**src/fdc_cmd_pkg.sv**
```systemverilog
// constants and types for the floppy command decoder
package fdc_cmd_pkg;
  localparam int unsigned CLK_HZ       = 10_000_000;
  localparam int unsigned MS_PER_S     = 1000;
  localparam int unsigned STEP_UNIT_MS = 1;
  localparam int unsigned UNLOAD_UNIT_MS = 16;
  localparam int unsigned LOAD_UNIT_MS = 2;
  localparam int unsigned CYC_PER_MS   = CLK_HZ / MS_PER_S;

  // opcode low five bits
  localparam logic [4:0] OP_WRITE_DELETED = 5'h09;
  localparam logic [4:0] OP_SCAN_EQUAL    = 5'h11;
  localparam logic [4:0] OP_SCAN_LOW      = 5'h19;
  localparam logic [4:0] OP_SCAN_HIGH     = 5'h1D;
  localparam logic [4:0] OP_RECALIBRATE   = 5'h07;
  localparam logic [4:0] OP_SENSE_INT     = 5'h08;
  localparam logic [4:0] OP_SPECIFY       = 5'h03;
  localparam logic [4:0] OP_SENSE_DRIVE   = 5'h04;
  localparam logic [4:0] OP_SEEK          = 5'h0F;

  localparam logic [3:0] LEN_RW     = 4'h9;
  localparam logic [3:0] LEN_TWO    = 4'h2;
  localparam logic [3:0] LEN_THREE  = 4'h3;
  localparam logic [3:0] LEN_ONE    = 4'h1;
  localparam logic [3:0] RES_RW     = 4'h7;
  localparam logic [3:0] RES_ONE    = 4'h1;
  localparam logic [3:0] RES_NONE   = 4'h0;
  localparam logic [3:0] IDX_SEL    = 4'h1;
  localparam logic [3:0] IDX_C      = 4'h2;
  localparam logic [3:0] IDX_H      = 4'h3;
  localparam logic [3:0] IDX_R      = 4'h4;
  localparam logic [3:0] IDX_N      = 4'h5;
  localparam logic [3:0] IDX_LAST   = 4'h8;
  localparam logic [7:0] STRIDE_ONE = 8'h01;
  localparam logic [7:0] STRIDE_TWO = 8'h02;
  localparam logic [7:0] ST0_SEEK_END = 8'h20;
  localparam logic [7:0] ST0_INVALID  = 8'h80;
  localparam logic [7:0] ST3_TRACK0   = 8'h10;

  typedef enum logic [3:0] {
    CMD_NONE, CMD_WDEL, CMD_SCAN_EQ, CMD_SCAN_LE, CMD_SCAN_HE,
    CMD_RECAL, CMD_SENSE_INT, CMD_SPECIFY, CMD_SENSE_DRV, CMD_SEEK
  } cmd_t;

  typedef struct packed {
    logic       multi_track_flag;
    logic       density_select_flag;
    logic       bypass_deleted_marks;
    logic       head_select;
    logic [1:0] drive;
    logic [7:0] cyl;
    logic [7:0] head;
    logic [7:0] sector;
    logic [7:0] size_code;
    logic [7:0] last_sector_number;
    logic [7:0] gap_three_length;
    logic [7:0] length_or_stride;
  } cmd_params_t;

  typedef struct packed {
    logic [3:0] step_interval;
    logic [3:0] head_unload_delay;
    logic [6:0] head_load_delay;
    logic       polled_transfer_flag;
  } timing_cfg_t;
endpackage : fdc_cmd_pkg

```
**src/floppy_command_decoder.sv**
```systemverilog
// command, execution and result phase sequencing for the floppy controller
// Behaviour
// RULE1: host selects data register for each transfer
// RULE2: don't-care command bits are ignored
// RULE3: write-deleted takes opcode, params, writes sectors
// RULE4: rw/scan parameters arrive in fixed order
// RULE5: rw/scan return seven result bytes
// RULE6: scans compare host and disk bytes
// RULE7: stride one contiguous, two alternate sectors
// RULE8: recalibrate steps drive to cylinder zero
// RULE9: sense interrupt returns status zero only
// RULE10: sense drive returns drive status byte
// RULE11: seek steps until target cylinder reached
// RULE12: unknown opcode is no-op, back to idle
// RULE13: specify loads step, unload, load, polled
// RULE14: execution starts after last command byte
// RULE15: two select bits give binary drive number
// RULE16: byte counter fixes parameter and result counts
`timescale 1ns/1ps
module floppy_command_decoder
  import fdc_cmd_pkg::*;
#(
  parameter int unsigned DRIVES = 4
) (
  input  wire logic        clk,
  input  wire logic        reset_n,
  input  wire logic        wr_strobe,
  input  wire logic        rd_strobe,
  input  wire logic        register_select_line,
  input  wire logic [7:0]  wr_data,
  input  wire logic        exec_done,
  input  wire logic        scan_byte_valid,
  input  wire logic [7:0]  scan_disk_byte,
  input  wire logic [7:0]  scan_host_byte,
  input  wire logic [7:0]  exec_st1,
  input  wire logic [7:0]  exec_st2,
  input  wire logic        drive_track0,
  input  wire logic [7:0]  drive_flags,
  output logic [7:0]       rd_data,
  output logic             accept_cmd,
  output logic             result_ready,
  output logic             exec_busy,
  output logic             exec_write_deleted,
  output logic             exec_scan,
  output logic [7:0]       sector_step,
  output logic             scan_match,
  output logic             step_pulse,
  output logic             step_dir_in,
  output logic [1:0]       active_drive,
  output timing_cfg_t      timing_cfg,
  output cmd_params_t      params
);
  typedef enum logic [2:0] {S_IDLE, S_CMD, S_EXEC, S_RESULT} phase_t;

  // step period from step_interval, counted in ms units
  localparam int unsigned STEP_MS_CYC = STEP_UNIT_MS * CYC_PER_MS;

  phase_t      phase_r;
  cmd_t        cmd_r;
  logic [3:0]  cnt_r;
  logic [3:0]  need_r;
  logic [3:0]  res_need_r;
  cmd_params_t par_r;
  timing_cfg_t cfg_r;
  logic [7:0]  st0_r;
  logic [7:0]  st0_last_seek_r;
  logic [7:0]  res_st1_r;
  logic [7:0]  res_st2_r;
  logic [7:0]  pcn_r [DRIVES];
  logic [7:0]  target_r;
  logic [23:0] step_tmr_r;
  logic        step_r;
  logic        scan_miss_r;
  logic [7:0]  rd_data_r, rd_mux;
  logic        dr_wr_s1_r, dr_wr_s2_r, dr_rd_s1_r, dr_rd_s2_r;
  logic        dr_wr_d_r, dr_rd_d_r;
  logic        done_s1_r, done_s2_r, sv_s1_r, sv_s2_r, sv_d_r;
  logic        trk0_s1_r, trk0_s2_r, sel_s1_r, sel_s2_r;

  function automatic cmd_t decode_op(input logic [7:0] b);
    logic [4:0] lo;
    lo = b[4:0];                                          // RULE2
    if (lo == OP_WRITE_DELETED && !b[5])      return CMD_WDEL;
    else if (lo == OP_SCAN_EQUAL)             return CMD_SCAN_EQ;
    else if (lo == OP_SCAN_LOW)               return CMD_SCAN_LE;
    else if (lo == OP_SCAN_HIGH)              return CMD_SCAN_HE;
    else if (b == {3'h0, OP_RECALIBRATE})     return CMD_RECAL;
    else if (b == {3'h0, OP_SENSE_INT})       return CMD_SENSE_INT;
    else if (b == {3'h0, OP_SPECIFY})         return CMD_SPECIFY;
    else if (b == {3'h0, OP_SENSE_DRIVE})     return CMD_SENSE_DRV;
    else if (b == {3'h0, OP_SEEK})            return CMD_SEEK;
    else                                      return CMD_NONE;
  endfunction : decode_op

  function automatic logic [3:0] cmd_len(input cmd_t c);
    case (c)
      CMD_WDEL, CMD_SCAN_EQ, CMD_SCAN_LE, CMD_SCAN_HE: return LEN_RW;
      CMD_RECAL, CMD_SENSE_DRV:                        return LEN_TWO;
      CMD_SPECIFY, CMD_SEEK:                           return LEN_THREE;
      default:                                         return LEN_ONE;
    endcase
  endfunction : cmd_len

  function automatic logic [3:0] res_len(input cmd_t c);
    case (c)
      CMD_WDEL, CMD_SCAN_EQ, CMD_SCAN_LE, CMD_SCAN_HE: return RES_RW;
      CMD_SENSE_INT, CMD_SENSE_DRV:                    return RES_ONE;
      default:                                         return RES_NONE;
    endcase
  endfunction : res_len

  // host strobes come from another domain; synchronise then edge detect
  always_ff @(posedge clk) begin
    dr_wr_s1_r <= wr_strobe;
    dr_wr_s2_r <= dr_wr_s1_r;
    dr_wr_d_r  <= dr_wr_s2_r;
    dr_rd_s1_r <= rd_strobe;
    dr_rd_s2_r <= dr_rd_s1_r;
    dr_rd_d_r  <= dr_rd_s2_r;
    done_s1_r  <= exec_done;
    done_s2_r  <= done_s1_r;
    sv_s1_r    <= scan_byte_valid;
    sv_s2_r    <= sv_s1_r;
    sv_d_r     <= sv_s2_r;
    trk0_s1_r  <= drive_track0;
    trk0_s2_r  <= trk0_s1_r;
    sel_s1_r   <= register_select_line;
    sel_s2_r   <= sel_s1_r;
  end

  // data held by the host during the strobe, so it is stable at the edge
  wire         byte_in    = dr_wr_s2_r & ~dr_wr_d_r & sel_s2_r;   // RULE1
  wire         byte_out   = dr_rd_s2_r & ~dr_rd_d_r & sel_s2_r;   // RULE1
  wire         scan_tick  = sv_s2_r & ~sv_d_r;
  wire cmd_t   op_dec     = decode_op(wr_data);
  wire         last_in    = (cnt_r + 4'h1) == need_r;
  wire         is_scan    = (cmd_r == CMD_SCAN_EQ) || (cmd_r == CMD_SCAN_LE) ||
                            (cmd_r == CMD_SCAN_HE);
  wire         is_motion  = (cmd_r == CMD_RECAL) || (cmd_r == CMD_SEEK);
  wire [1:0]   drv        = par_r.drive;                  // RULE15
  wire [7:0]   pcn_cur    = pcn_r[drv];
  wire         at_target  = (cmd_r == CMD_RECAL) ? trk0_s2_r : (pcn_cur == target_r);
  wire [23:0]  step_cyc   = 24'((32'(cfg_r.step_interval) + 32'h1) * STEP_MS_CYC);
  wire         step_due   = step_tmr_r >= step_cyc;
  wire         scan_ok    = (cmd_r == CMD_SCAN_EQ) ? scan_disk_byte == scan_host_byte :
                            (cmd_r == CMD_SCAN_LE) ? scan_disk_byte <= scan_host_byte :
                                                     scan_disk_byte >= scan_host_byte;
  wire         motion_end = is_motion && phase_r == S_EXEC && at_target && !step_r;
  wire         exec_end   = (phase_r == S_EXEC) && (is_motion ? motion_end : done_s2_r);
  wire [7:0]   st0_now    = {6'h00, drv} | {5'h00, par_r.head_select, 2'h0};

  always_comb begin
    case (cnt_r)
      4'h0:    rd_mux = cmd_r == CMD_SENSE_DRV ?                   // RULE10
                        (drive_flags | (trk0_s2_r ? ST3_TRACK0 : 8'h00) | st0_now) :
                        cmd_r == CMD_SENSE_INT ? st0_last_seek_r : st0_r;   // RULE9
      4'h1:    rd_mux = res_st1_r;                                // RULE5
      4'h2:    rd_mux = res_st2_r;
      4'h3:    rd_mux = par_r.cyl;
      4'h4:    rd_mux = par_r.head;
      4'h5:    rd_mux = par_r.sector;
      default: rd_mux = par_r.size_code;
    endcase
  end

  always_ff @(posedge clk) begin
    if (!reset_n) begin
      phase_r <= S_IDLE;
      cmd_r   <= CMD_NONE;
      cnt_r   <= 4'h0;
      need_r  <= 4'h0;
      res_need_r <= 4'h0;
      par_r   <= '0;
      cfg_r   <= '0;
      st0_r   <= 8'h00;
      st0_last_seek_r <= ST0_INVALID;
      res_st1_r <= 8'h00;
      res_st2_r <= 8'h00;
      target_r <= 8'h00;
      step_tmr_r <= 24'h0;
      step_r <= 1'b0;
      scan_miss_r <= 1'b0;
      rd_data_r <= 8'h00;
      for (int i = 0; i < DRIVES; i++) pcn_r[i] <= 8'h00;
    end else begin
      step_r <= 1'b0;
      case (phase_r)
        S_IDLE: if (byte_in) begin
          cmd_r  <= op_dec;
          need_r <= cmd_len(op_dec);                      // RULE16
          res_need_r <= res_len(op_dec);
          cnt_r  <= 4'h1;
          par_r.multi_track_flag     <= wr_data[7];       // RULE3
          par_r.density_select_flag  <= wr_data[6];
          par_r.bypass_deleted_marks <= wr_data[5];
          if (op_dec == CMD_NONE) begin
            st0_last_seek_r <= ST0_INVALID;               // RULE12
            phase_r <= S_IDLE;
          end else if (op_dec == CMD_SENSE_INT) begin
            cnt_r   <= 4'h0;                              // RULE9
            phase_r <= S_RESULT;
          end else phase_r <= S_CMD;
        end
        S_CMD: if (byte_in) begin                         // RULE4
          cnt_r <= cnt_r + 4'h1;
          if (cmd_r == CMD_SPECIFY) begin                 // RULE13
            if (cnt_r == IDX_SEL) begin
              cfg_r.step_interval     <= wr_data[7:4];
              cfg_r.head_unload_delay <= wr_data[3:0];
            end else begin
              cfg_r.head_load_delay      <= wr_data[7:1];
              cfg_r.polled_transfer_flag <= wr_data[0];
            end
          end else if (cnt_r == IDX_SEL) begin
            par_r.head_select <= wr_data[2];
            par_r.drive       <= wr_data[1:0];            // RULE15
          end else if (cmd_r == CMD_SEEK) target_r <= wr_data;  // RULE11
          else if (cnt_r == IDX_C) par_r.cyl <= wr_data;
          else if (cnt_r == IDX_H) par_r.head <= wr_data;
          else if (cnt_r == IDX_R) par_r.sector <= wr_data;
          else if (cnt_r == IDX_N) par_r.size_code <= wr_data;
          else if (cnt_r == IDX_LAST - 4'h2) par_r.last_sector_number <= wr_data;
          else if (cnt_r == IDX_LAST - 4'h1) par_r.gap_three_length <= wr_data;
          else par_r.length_or_stride <= wr_data;         // RULE6
          if (last_in) begin
            step_tmr_r  <= 24'h0;
            scan_miss_r <= 1'b0;
            if (cmd_r == CMD_RECAL) target_r <= 8'h00;    // RULE8
            if (cmd_r == CMD_SPECIFY || cmd_r == CMD_SENSE_DRV) begin
              phase_r <= cmd_r == CMD_SPECIFY ? S_IDLE : S_RESULT;   // RULE10
              cnt_r   <= 4'h0;
            end else phase_r <= S_EXEC;                   // RULE14
          end
        end
        S_EXEC: begin
          if (is_motion && !at_target) begin              // RULE11
            step_tmr_r <= step_due ? 24'h0 : step_tmr_r + 24'h1;
            if (step_due) begin
              step_r <= 1'b1;
              pcn_r[drv] <= step_dir_in ? pcn_cur - 8'h01 : pcn_cur + 8'h01;
            end
          end
          if (is_scan && scan_tick && !scan_ok) scan_miss_r <= 1'b1;   // RULE6
          if (exec_end) begin
            cnt_r     <= 4'h0;
            st0_r     <= st0_now;
            res_st1_r <= exec_st1;
            res_st2_r <= exec_st2;
            if (is_motion) begin                          // RULE8
              if (cmd_r == CMD_RECAL) pcn_r[drv] <= 8'h00;
              st0_last_seek_r <= st0_now | ST0_SEEK_END;
              phase_r <= S_IDLE;
            end else phase_r <= S_RESULT;
          end
        end
        default: if (byte_out) begin                      // RULE16
          cnt_r <= cnt_r + 4'h1;
          if ((cnt_r + 4'h1) >= res_need_r) begin
            phase_r <= S_IDLE;
            cnt_r   <= 4'h0;
          end
        end
      endcase
      rd_data_r <= rd_mux;
    end
  end

  // recalibrate always steps toward cylinder zero; seek steps toward target
  wire dir_in_nxt = (cmd_r == CMD_RECAL) || (target_r < pcn_cur);
  logic dir_r;
  always_ff @(posedge clk) begin
    if (!reset_n) dir_r <= 1'b0;
    else          dir_r <= dir_in_nxt;
  end
  assign step_dir_in = dir_r;

  // stride 2 skips one sector between compares; other values treated as 1
  logic [7:0] stride_r;
  always_ff @(posedge clk) begin
    if (!reset_n) stride_r <= STRIDE_ONE;
    else stride_r <= (par_r.length_or_stride == STRIDE_TWO) ? STRIDE_TWO : STRIDE_ONE;  // RULE7
  end

  logic busy_r, wdel_r, scan_r, acc_r, resr_r;
  always_ff @(posedge clk) begin
    if (!reset_n) begin
      busy_r <= 1'b0;
      wdel_r <= 1'b0;
      scan_r <= 1'b0;
      acc_r  <= 1'b0;
      resr_r <= 1'b0;
    end else begin
      busy_r <= phase_r == S_EXEC;
      wdel_r <= phase_r == S_EXEC && cmd_r == CMD_WDEL;   // RULE3
      scan_r <= phase_r == S_EXEC && is_scan;
      acc_r  <= phase_r == S_IDLE || phase_r == S_CMD;
      resr_r <= phase_r == S_RESULT;
    end
  end

  assign rd_data            = rd_data_r;
  assign exec_busy          = busy_r;
  assign exec_write_deleted = wdel_r;
  assign exec_scan          = scan_r;
  assign accept_cmd         = acc_r;
  assign result_ready       = resr_r;
  assign sector_step        = stride_r;
  assign scan_match         = ~scan_miss_r;
  assign step_pulse         = step_r;
  assign active_drive       = drv;
  assign timing_cfg         = cfg_r;
  assign params             = par_r;

  a_specify_no_result: assert property (@(posedge clk) disable iff (!reset_n)
    (phase_r == S_CMD && cmd_r == CMD_SPECIFY && byte_in && last_in)
    |=> phase_r == S_IDLE) else $error("specify left idle path"); // RULE13
  a_exec_autostart: assert property (@(posedge clk) disable iff (!reset_n)
    (phase_r == S_CMD && byte_in && last_in && cmd_r == CMD_SEEK)
    |=> phase_r == S_EXEC ##2 exec_busy) else $error("exec did not start"); // RULE14
  a_invalid_idle: assert property (@(posedge clk) disable iff (!reset_n)
    (phase_r == S_IDLE && byte_in && op_dec == CMD_NONE)
    |=> phase_r == S_IDLE) else $error("invalid opcode not ignored"); // RULE12
  a_sense_int_res: assert property (@(posedge clk) disable iff (!reset_n)
    (phase_r == S_IDLE && byte_in && op_dec == CMD_SENSE_INT)
    |=> phase_r == S_RESULT && res_need_r == RES_ONE) else $error("sense int result"); // RULE9
  a_rw_nine_bytes: assert property (@(posedge clk) disable iff (!reset_n)
    (phase_r == S_IDLE && byte_in && op_dec == CMD_WDEL)
    |=> need_r == LEN_RW && res_need_r == RES_RW) else $error("write deleted counts"); // RULE16
  a_recal_home: assert property (@(posedge clk) disable iff (!reset_n)
    (exec_end && cmd_r == CMD_RECAL) |=> pcn_r[drv] == 8'h00 && phase_r == S_IDLE)
    else $error("recalibrate not home"); // RULE8
  a_seek_lands: assert property (@(posedge clk) disable iff (!reset_n)
    (exec_end && cmd_r == CMD_SEEK) |-> pcn_cur == target_r)
    else $error("seek ended off target"); // RULE11
  a_result_count: assert property (@(posedge clk) disable iff (!reset_n)
    (phase_r == S_RESULT) |-> cnt_r < res_need_r) else $error("extra result byte"); // RULE5
  a_stride_two: assert property (@(posedge clk) disable iff (!reset_n)
    (par_r.length_or_stride == STRIDE_TWO) |=> sector_step == STRIDE_TWO)
    else $error("stride not applied"); // RULE7
endmodule : floppy_command_decoder

```
**config.mk**
```make
export PLATFORM = sky130hd
export DESIGN_NAME = floppy_command_decoder
export DESIGN_NICKNAME = d
export VERILOG_FILES = /design/src/fdc_cmd_pkg.sv /design/src/floppy_command_decoder.sv
export SDC_FILE = /design/constraint.sdc
export NUM_CORES = 1
export LEC_CHECK = 0
export ABC_AREA = 1
export ABC_CLOCK_PERIOD_IN_PS = 4500
export CAP_MARGIN = 20
export CORE_AREA = 2 2 217 134
export DETAILED_ROUTE_END_ITERATION = 8
export DIE_AREA = 0 0 219 136
export DONT_BUFFER_PORTS = 1
export PLACE_DENSITY = 0.56
export SYNTH_ARGS = -nofsm -noshare
export SYNTH_HDL_FRONTEND = slang
export SYNTH_SLANG_ARGS = --single-unit
export TNS_END_PERCENT = 20
```
**constraint.sdc**
```tcl
create_clock -name clk -period 4.5 [get_ports clk]
set_input_delay 0.225 -clock clk [delete_from_list [all_inputs] [get_ports clk]]
set_output_delay 0.225 -clock clk [all_outputs]
set_load 0.02 [all_outputs]
```
==> flow_summary.ini, run 1 <==
[final_layout]
drive_gt1_frac = 0.122
fin_cells = 1851
n_antenna_cell = 0
nFillCells = 2810
final_area_sq_um = 13000
syn2layout_area_growth_pct = 18.6
seq_area_sq_um = 4660
layout_commonest_cell = nand2_1
layout_common_cells = 229 x nand2_1, 181 x dfxtp_1, 163 x inv_1
finalNetCount = 1590
multi_input_area_sq_um = 5640
fin_util = 0.463

[yosys]
yosysWarnings = 0
synth-async-reset-ratio = 0
synth_area_per_cell_sq_um = 7.74
yosys_register_bits = 216
synth-edff-count = 32
synth_cell_types = 53
synth_ff_type = dfxtp_1
netlist_area_sq_um = 10900
synth_cells = 1413
yosysSeqAreaShare = 0.425

[placed_design]
dp_slack_ns = -0.127
place_congestion = 0.918
dpl_cell_area_sq_um = 11500
dp_cells = 1769
dp_hpwl_um = 24400
portBuffers = 0

[floorplanning]
die_h_um = 136
rows = 48
core_region_area_sq_um = 28000
die-area_sq_um = 29800
initial_core_util = 0.391
die_w_um = 219
ios = 160

[pwr]
p_int_mw = 3.27
pwr-share-clk = 0.477
power_mw = 4.34
p_per_area_nw_per_um2 = 335
switching_share = 0.246
leakage_nw = 5.53
seq_power_share = 0.462
combPwrFrac = 0.061
switchingPower_mw = 1.07
peakVddDrop_v = 0.000258

[clock_network]
path_clk_slew_ns = 0.06
htree_num_levels = 1
clk_path_buf_depth = 3
cts_inserted_buffers = 23
clock_sinks = 216
tritoncts = yes
cts_root_buf = clkbuf_16
clkLatencyLatePin_ns = 0.56

[timing]
finalCritPeriodShare = 1.01
max_freq_mhz = 220
min_period_ns = 4.55
slew_headroom = 0.364
skew_ns = 0.0274
tightest_slew_ns = 0.949
fin_hold_ws_ns = 0.0355
setup_viol = 35
fin_ws_ns = -0.0541
tns_ns = -1.13
rsz0062_at_grt = true
hold_violations = 0
slew_violations = 0

[drt]
drt-initial-drc-count = 899
wl_met1_um = 16600
remaining_drc_errors = 0
ant_nets = 0
wl_met3_um = 3350
vias = 9671
highest_layer = met5
first_pass_iters = 5
wire_per_inst_um = 18.2
wirelength_um = 33700
wl_met2_um = 13400
vias_per_cell = 5.22

[worst_setup_path]
crit_path_end_kind = flip-flop
reg2reg_depth = 26
cp.required_ns = 4.75
cp.arrival_ns = 4.80
cp_max_fo = 8
cp-start-kind = flip-flop
crit_type = reg2reg

[global_routing]
antenna_found_initial = 1
grt_pass1_wl_um = 51300
grt-ovfl-total = 0
grtUsageTotal = 0.223
grt_pass1_vias = 8765
grt_max_degree = 121

[hold_path]
min_path_type = in2reg
holdPathStages = 4

[outcome]
outcome = complete, but fails checks
violations = negative setup slack

[run]
drv_cap = 0
repair_timing:
| action | CTS | global route |
|---|---|---|
| pin swaps | 11 | 19 |
| setup endpoints to repair | 57 | 85 |
| resized for setup | 14 | 48 |
| buffers inserted | 3 | 1 |
| gates cloned | 0 | 1 |
| hold endpoints to repair | 151 | 1 |
| hold buffers | 34 | 1 |
routing by layer:
layer,track usage,up-vias
li1,-,4798
met1,0.345,4483
met2,0.305,357
met3,0.0671,31
met4,0.0360,2
met5,0,-
sequential cells by signal, summed over array words and instances, names as in the netlist, 2 cells and up, named ones only:
name / flops
rd_data: 8
sector_step: 2
st0_last_seek_r: 5
cmd_r: 4
cnt_r: 4
st0_r: 3
res_st2_r: 8
params: 60
phase_r: 2
pcn_r: 32
step_tmr_r: 24
res_need_r: 2
active_drive: 2
timing_cfg: 16
target_r: 8
res_st1_r: 8
need_r: 3
area by class of cell:
cell class,count,area share
Clock buffer,30,0.0504
Multi-Input combinational cell,957,0.435
Sequential cell,216,0.359
Timing Repair Buffer,73,0.0512
Tap cell,375,0.0362
Inverter,188,0.0554
Clock inverter,12,0.0126
worst paths after layout:
path,from,end,slack [ns]
setup / recovery,timing_cfg[13],pcn_r[1][4],-0.05
hold / removal,wr_data[4],cmd_r[1],0.04
setup reg to reg,timing_cfg[13],pcn_r[1][4],-0.05
hold reg to reg,dr_wr_s1_r,dr_wr_s2_r,0.33
critical path, stage by stage (launching register included):
cell and delay (ns):
dfxtp_4 0.38, nand3_4 0.08, xnor2_2 0.18, inv_2 0.06, fa_1 0.51, ha_1 0.15
inv_1 0.05, fa_1 0.50, inv_2 0.05, ha_4 0.26, a21oi_2 0.13, nand2_2 0.07
a21oi_2 0.12, nor2_1 0.05, o21ai_1 0.16, nand2_1 0.07, nand2_1 0.06, nand2_1 0.05
ha_1 0.27, nand4_1 0.09, nor2_2 0.16, nand3_1 0.09, nand4_1 0.16, nand2_4 0.11
nand2_8 0.12, nand3_4 0.14, nand2_8 0.17
logic make-up (layout without fill, tap and decap cells):
group | Yosys count | after routing | synth area share
simple gates | 521 | 521 | 0.210
compound gates | 331 | 331 | 0.166
buf+inv | 245 | 303 | 0.0909
flops | 216 | 216 | 0.425
fa+ha+maj | 75 | 75 | 0.0893
xor+xnor | 24 | 24 | 0.0192
other cells | 1 | 6 | 0.000343
power by group through the flow:
stage | Combinational, mW | Clock (mW) | Sequential (mW)
after floorplan | 0.168 | 0 | 2.04
after global placement | 0.203 | 0 | 2.05
after detailed placement | 0.204 | 0 | 2.05
after CTS | 0.253 | 2.10 | 2.01
after global routing | 0.293 | 2.18 | 2.01
final | 0.266 | 2.07 | 2.01
cell usage after synthesis, drive strengths merged (2+ instances only):
cell type    n  share of area
xnor2        6         0.0048
o21ai      131          0.060
a21o         4         0.0027
a22oi        2         0.0014
fa           5         0.0092
ha          70          0.080
dfxtp      184           0.34
xor2        18          0.014
inv        184          0.063
a21oi      148          0.068
o21bai       3         0.0021
buf         32          0.018
clkbuf      25         0.0087
a211oi       2         0.0014
nand3b       5         0.0034
nor3        13         0.0089
a32oi        6         0.0048
a22o         3         0.0024
edfxtp      32          0.088
nor2       143          0.053
a31oi        5         0.0029
o211ai      14         0.0096
or2          5         0.0029
nand2      246          0.087
a41oi        4         0.0032
clkinv       4         0.0015
nand3       78          0.037
nand4       26          0.015
a221oi       6         0.0048
nor4         2         0.0017
Power figures use the tool's default switching activity.
==> run 2: changes to the inputs <==
Settings changed: CORE_AREA 2 2 217 134 to 2 2 186 115, DIE_AREA 0 0 219 136 to 0 0 188 117, PLACE_DENSITY 0.56 to 0.72.
==> run 2 against run 1 <==
The run still ends with negative setup slack left. Via count rose by 1.4%. Cell count fell by 5.8%. Die area fell by 26%. Total power fell by 9.4%. Flip-flop and latch count did not move. Combinational power fell by 5%. Highest routed layer unchanged.
==> flow_summary.ini, run 2 (synthesis results as in run 1) <==
[pwr]
seq_power_share = 0.510
p_int_mw = 2.96
switching_share = 0.247
pwr-share-clk = 0.426
combPwrFrac = 0.064
leakage_nw = 5.41
switchingPower_uw = 973
peakVddDrop_v = 0.000283
p_per_area_nw_per_um2 = 313

[clock_network]
htree_num_levels = 1
clock_sinks = 216
tritoncts = yes
clkLatencyLatePin_ns = 0.51
cts_root_buf = clkbuf_16
path_clk_slew_ns = 0.07
cts_inserted_buffers = 21
clk_path_buf_depth = 3

[final_layout]
syn2layout_area_growth_pct = 15.0
fin_util = 0.614
n_antenna_cell = 0
layout_commonest_cell = nand2_1
drive_gt1_frac = 0.109
finalNetCount = 1581
final_area_sq_um = 12600
largest_reg_flops = 60
fin_cells = 1744
layout_common_cells = 232 x nand2_1, 180 x dfxtp_1, 166 x inv_1

[worst_setup_path]
r2r_start = timing_cfg[12]
cp.required_ns = 4.75
crit_path_end_kind = flip-flop
cp_max_fo = 8
reg2reg_slack_ns = -0.07
timing.rr.end = pcn_r[3][7]
cp.arrival_ns = 4.82
crit_type = reg2reg
cp-start-kind = flip-flop
reg2reg_depth = 24

[timing]
rsz0062_at_grt = true
slew_violations = 0
setup_viol = 53
finalCritPeriodShare = 1.02
hold_violations = 0
min_period_ns = 4.57
tightest_slew_ns = 0.925
fin_ws_ns = -0.0679
slew_headroom = 0.380
skew_ns = 0.0184
max_freq_mhz = 219
fin_hold_ws_ns = 0.0238

[global_routing]
antenna_found_initial = 1
grt_pass1_wl_um = 48900
grtUsageTotal = 0.282
grt_pass1_vias = 9043
grt-ovfl-total = 0
grt_max_degree = 120

[hold_path]
hp-start = drive_flags[3]
hold_end = rd_data[3]
min_path_type = in2reg
holdPathStages = 4

[floorplanning]
rows = 41
ios = 160
die_w_um = 188
core_region_area_sq_um = 20500
die-area_sq_um = 22000
initial_core_util = 0.534
die_h_um = 117

[outcome]
violations = negative setup slack
outcome = complete, but fails checks

[drt]
wire_per_inst_um = 18.1
vias_per_cell = 5.62
first_pass_iters = 6
vias = 9809
remaining_drc_errors = 0
wirelength_um = 31600
ant_nets = 0
drt-initial-drc-count = 971

[placed_design]
portBuffers = 0
dp_cells = 1671
place_congestion = 0.930
dpl_cell_area_sq_um = 11400
dp_hpwl_um = 22600
dp_slack_ns = -0.120

[run]
drv_cap = 0
==> run 2: cell count changes in the layout (fill, tap and decap cells not counted), sizes merged <==
cell         before  now
buf              39   36
bufinv            3    0
clkbuf           30   27
clkinv           10    9
clkinvlp          2    5
dlygate4sd3      34   30
==> run 2: final cells by class <==
cell class,instances,area [sq um]
clock inverters,11,67.6
clock buffers,27,568
flip-flops and latches,216,4660
well taps,279,349
repair buffers,66,607
multi-input cells,957,5610
inverters,188,712
fillers,1793,7900
==> run 2: worst max path at each step <==
stage                   startpoint     endpoint  slack [ns]  depth (start not counted)
finish              timing_cfg[12]  pcn_r[3][7]       -0.07                         24
global route        timing_cfg[13]  pcn_r[3][4]       -0.33                         27
CTS                 timing_cfg[12]  pcn_r[3][7]       -0.06                         25
detailed placement  timing_cfg[12]  pcn_r[0][6]       -0.12                         25
global placement    timing_cfg[12]  pcn_r[3][5]       0.002                         22
floorplan           timing_cfg[12]  pcn_r[3][0]        -0.1                         25
==> run 2: routing by layer <==
metal  GRT usage  share of wire
met4      0.0567          0.018
met5           0        0.00041
met2       0.409           0.41
met1       0.409           0.46
met3      0.0951           0.12
==> run 2: timing repair <==
item,CTS,global route
pin swaps,9,8
setup buffers,3,1
setup endpoints to repair,53,84
resized for setup,12,27
hold endpoints to repair,149,0
hold buffers,31,0
==> run 2: stage by stage <==
step / TNS [ns] / power, mW
final: -2.30 / 3.94
after CTS: -0.464 / 3.94
after detailed placement: -3.66 / 2.25
after global placement: 0 / 2.25
after floorplan: -1.88 / 2.21
after global routing: -19.96 / 4.05
==> run 2: power groups by stage <==
stage               clock network [mW]  logic (mW)  registers (mW)
global route                      1.77       0.280            2.01
global placement                     0       0.197            2.05
floorplan                            0       0.168            2.04
finish                            1.68       0.253            2.01
CTS                               1.69       0.243            2.01
detailed placement                   0       0.201            2.05
==> run 2: worst max-delay path: stages (launching register included) <==
cell and delay [ns]:
dfxtp_4 0.37, ha_4 0.17, xor2_2 0.18, fa_1 0.50
ha_1 0.15, inv_1 0.06, fa_1 0.52, inv_2 0.05
ha_4 0.30, nand2_4 0.07, o21ai_2 0.15, nor2_2 0.05
o21ai_1 0.12, a21oi_1 0.09, xor2_1 0.14, ha_1 0.31
a21oi_2 0.14, nor2_1 0.05, nor3_1 0.13, nand4_1 0.18
nand2_4 0.17, buf_6 0.15, nand3_2 0.07, nand2_2 0.11
clkinv_4 0.09
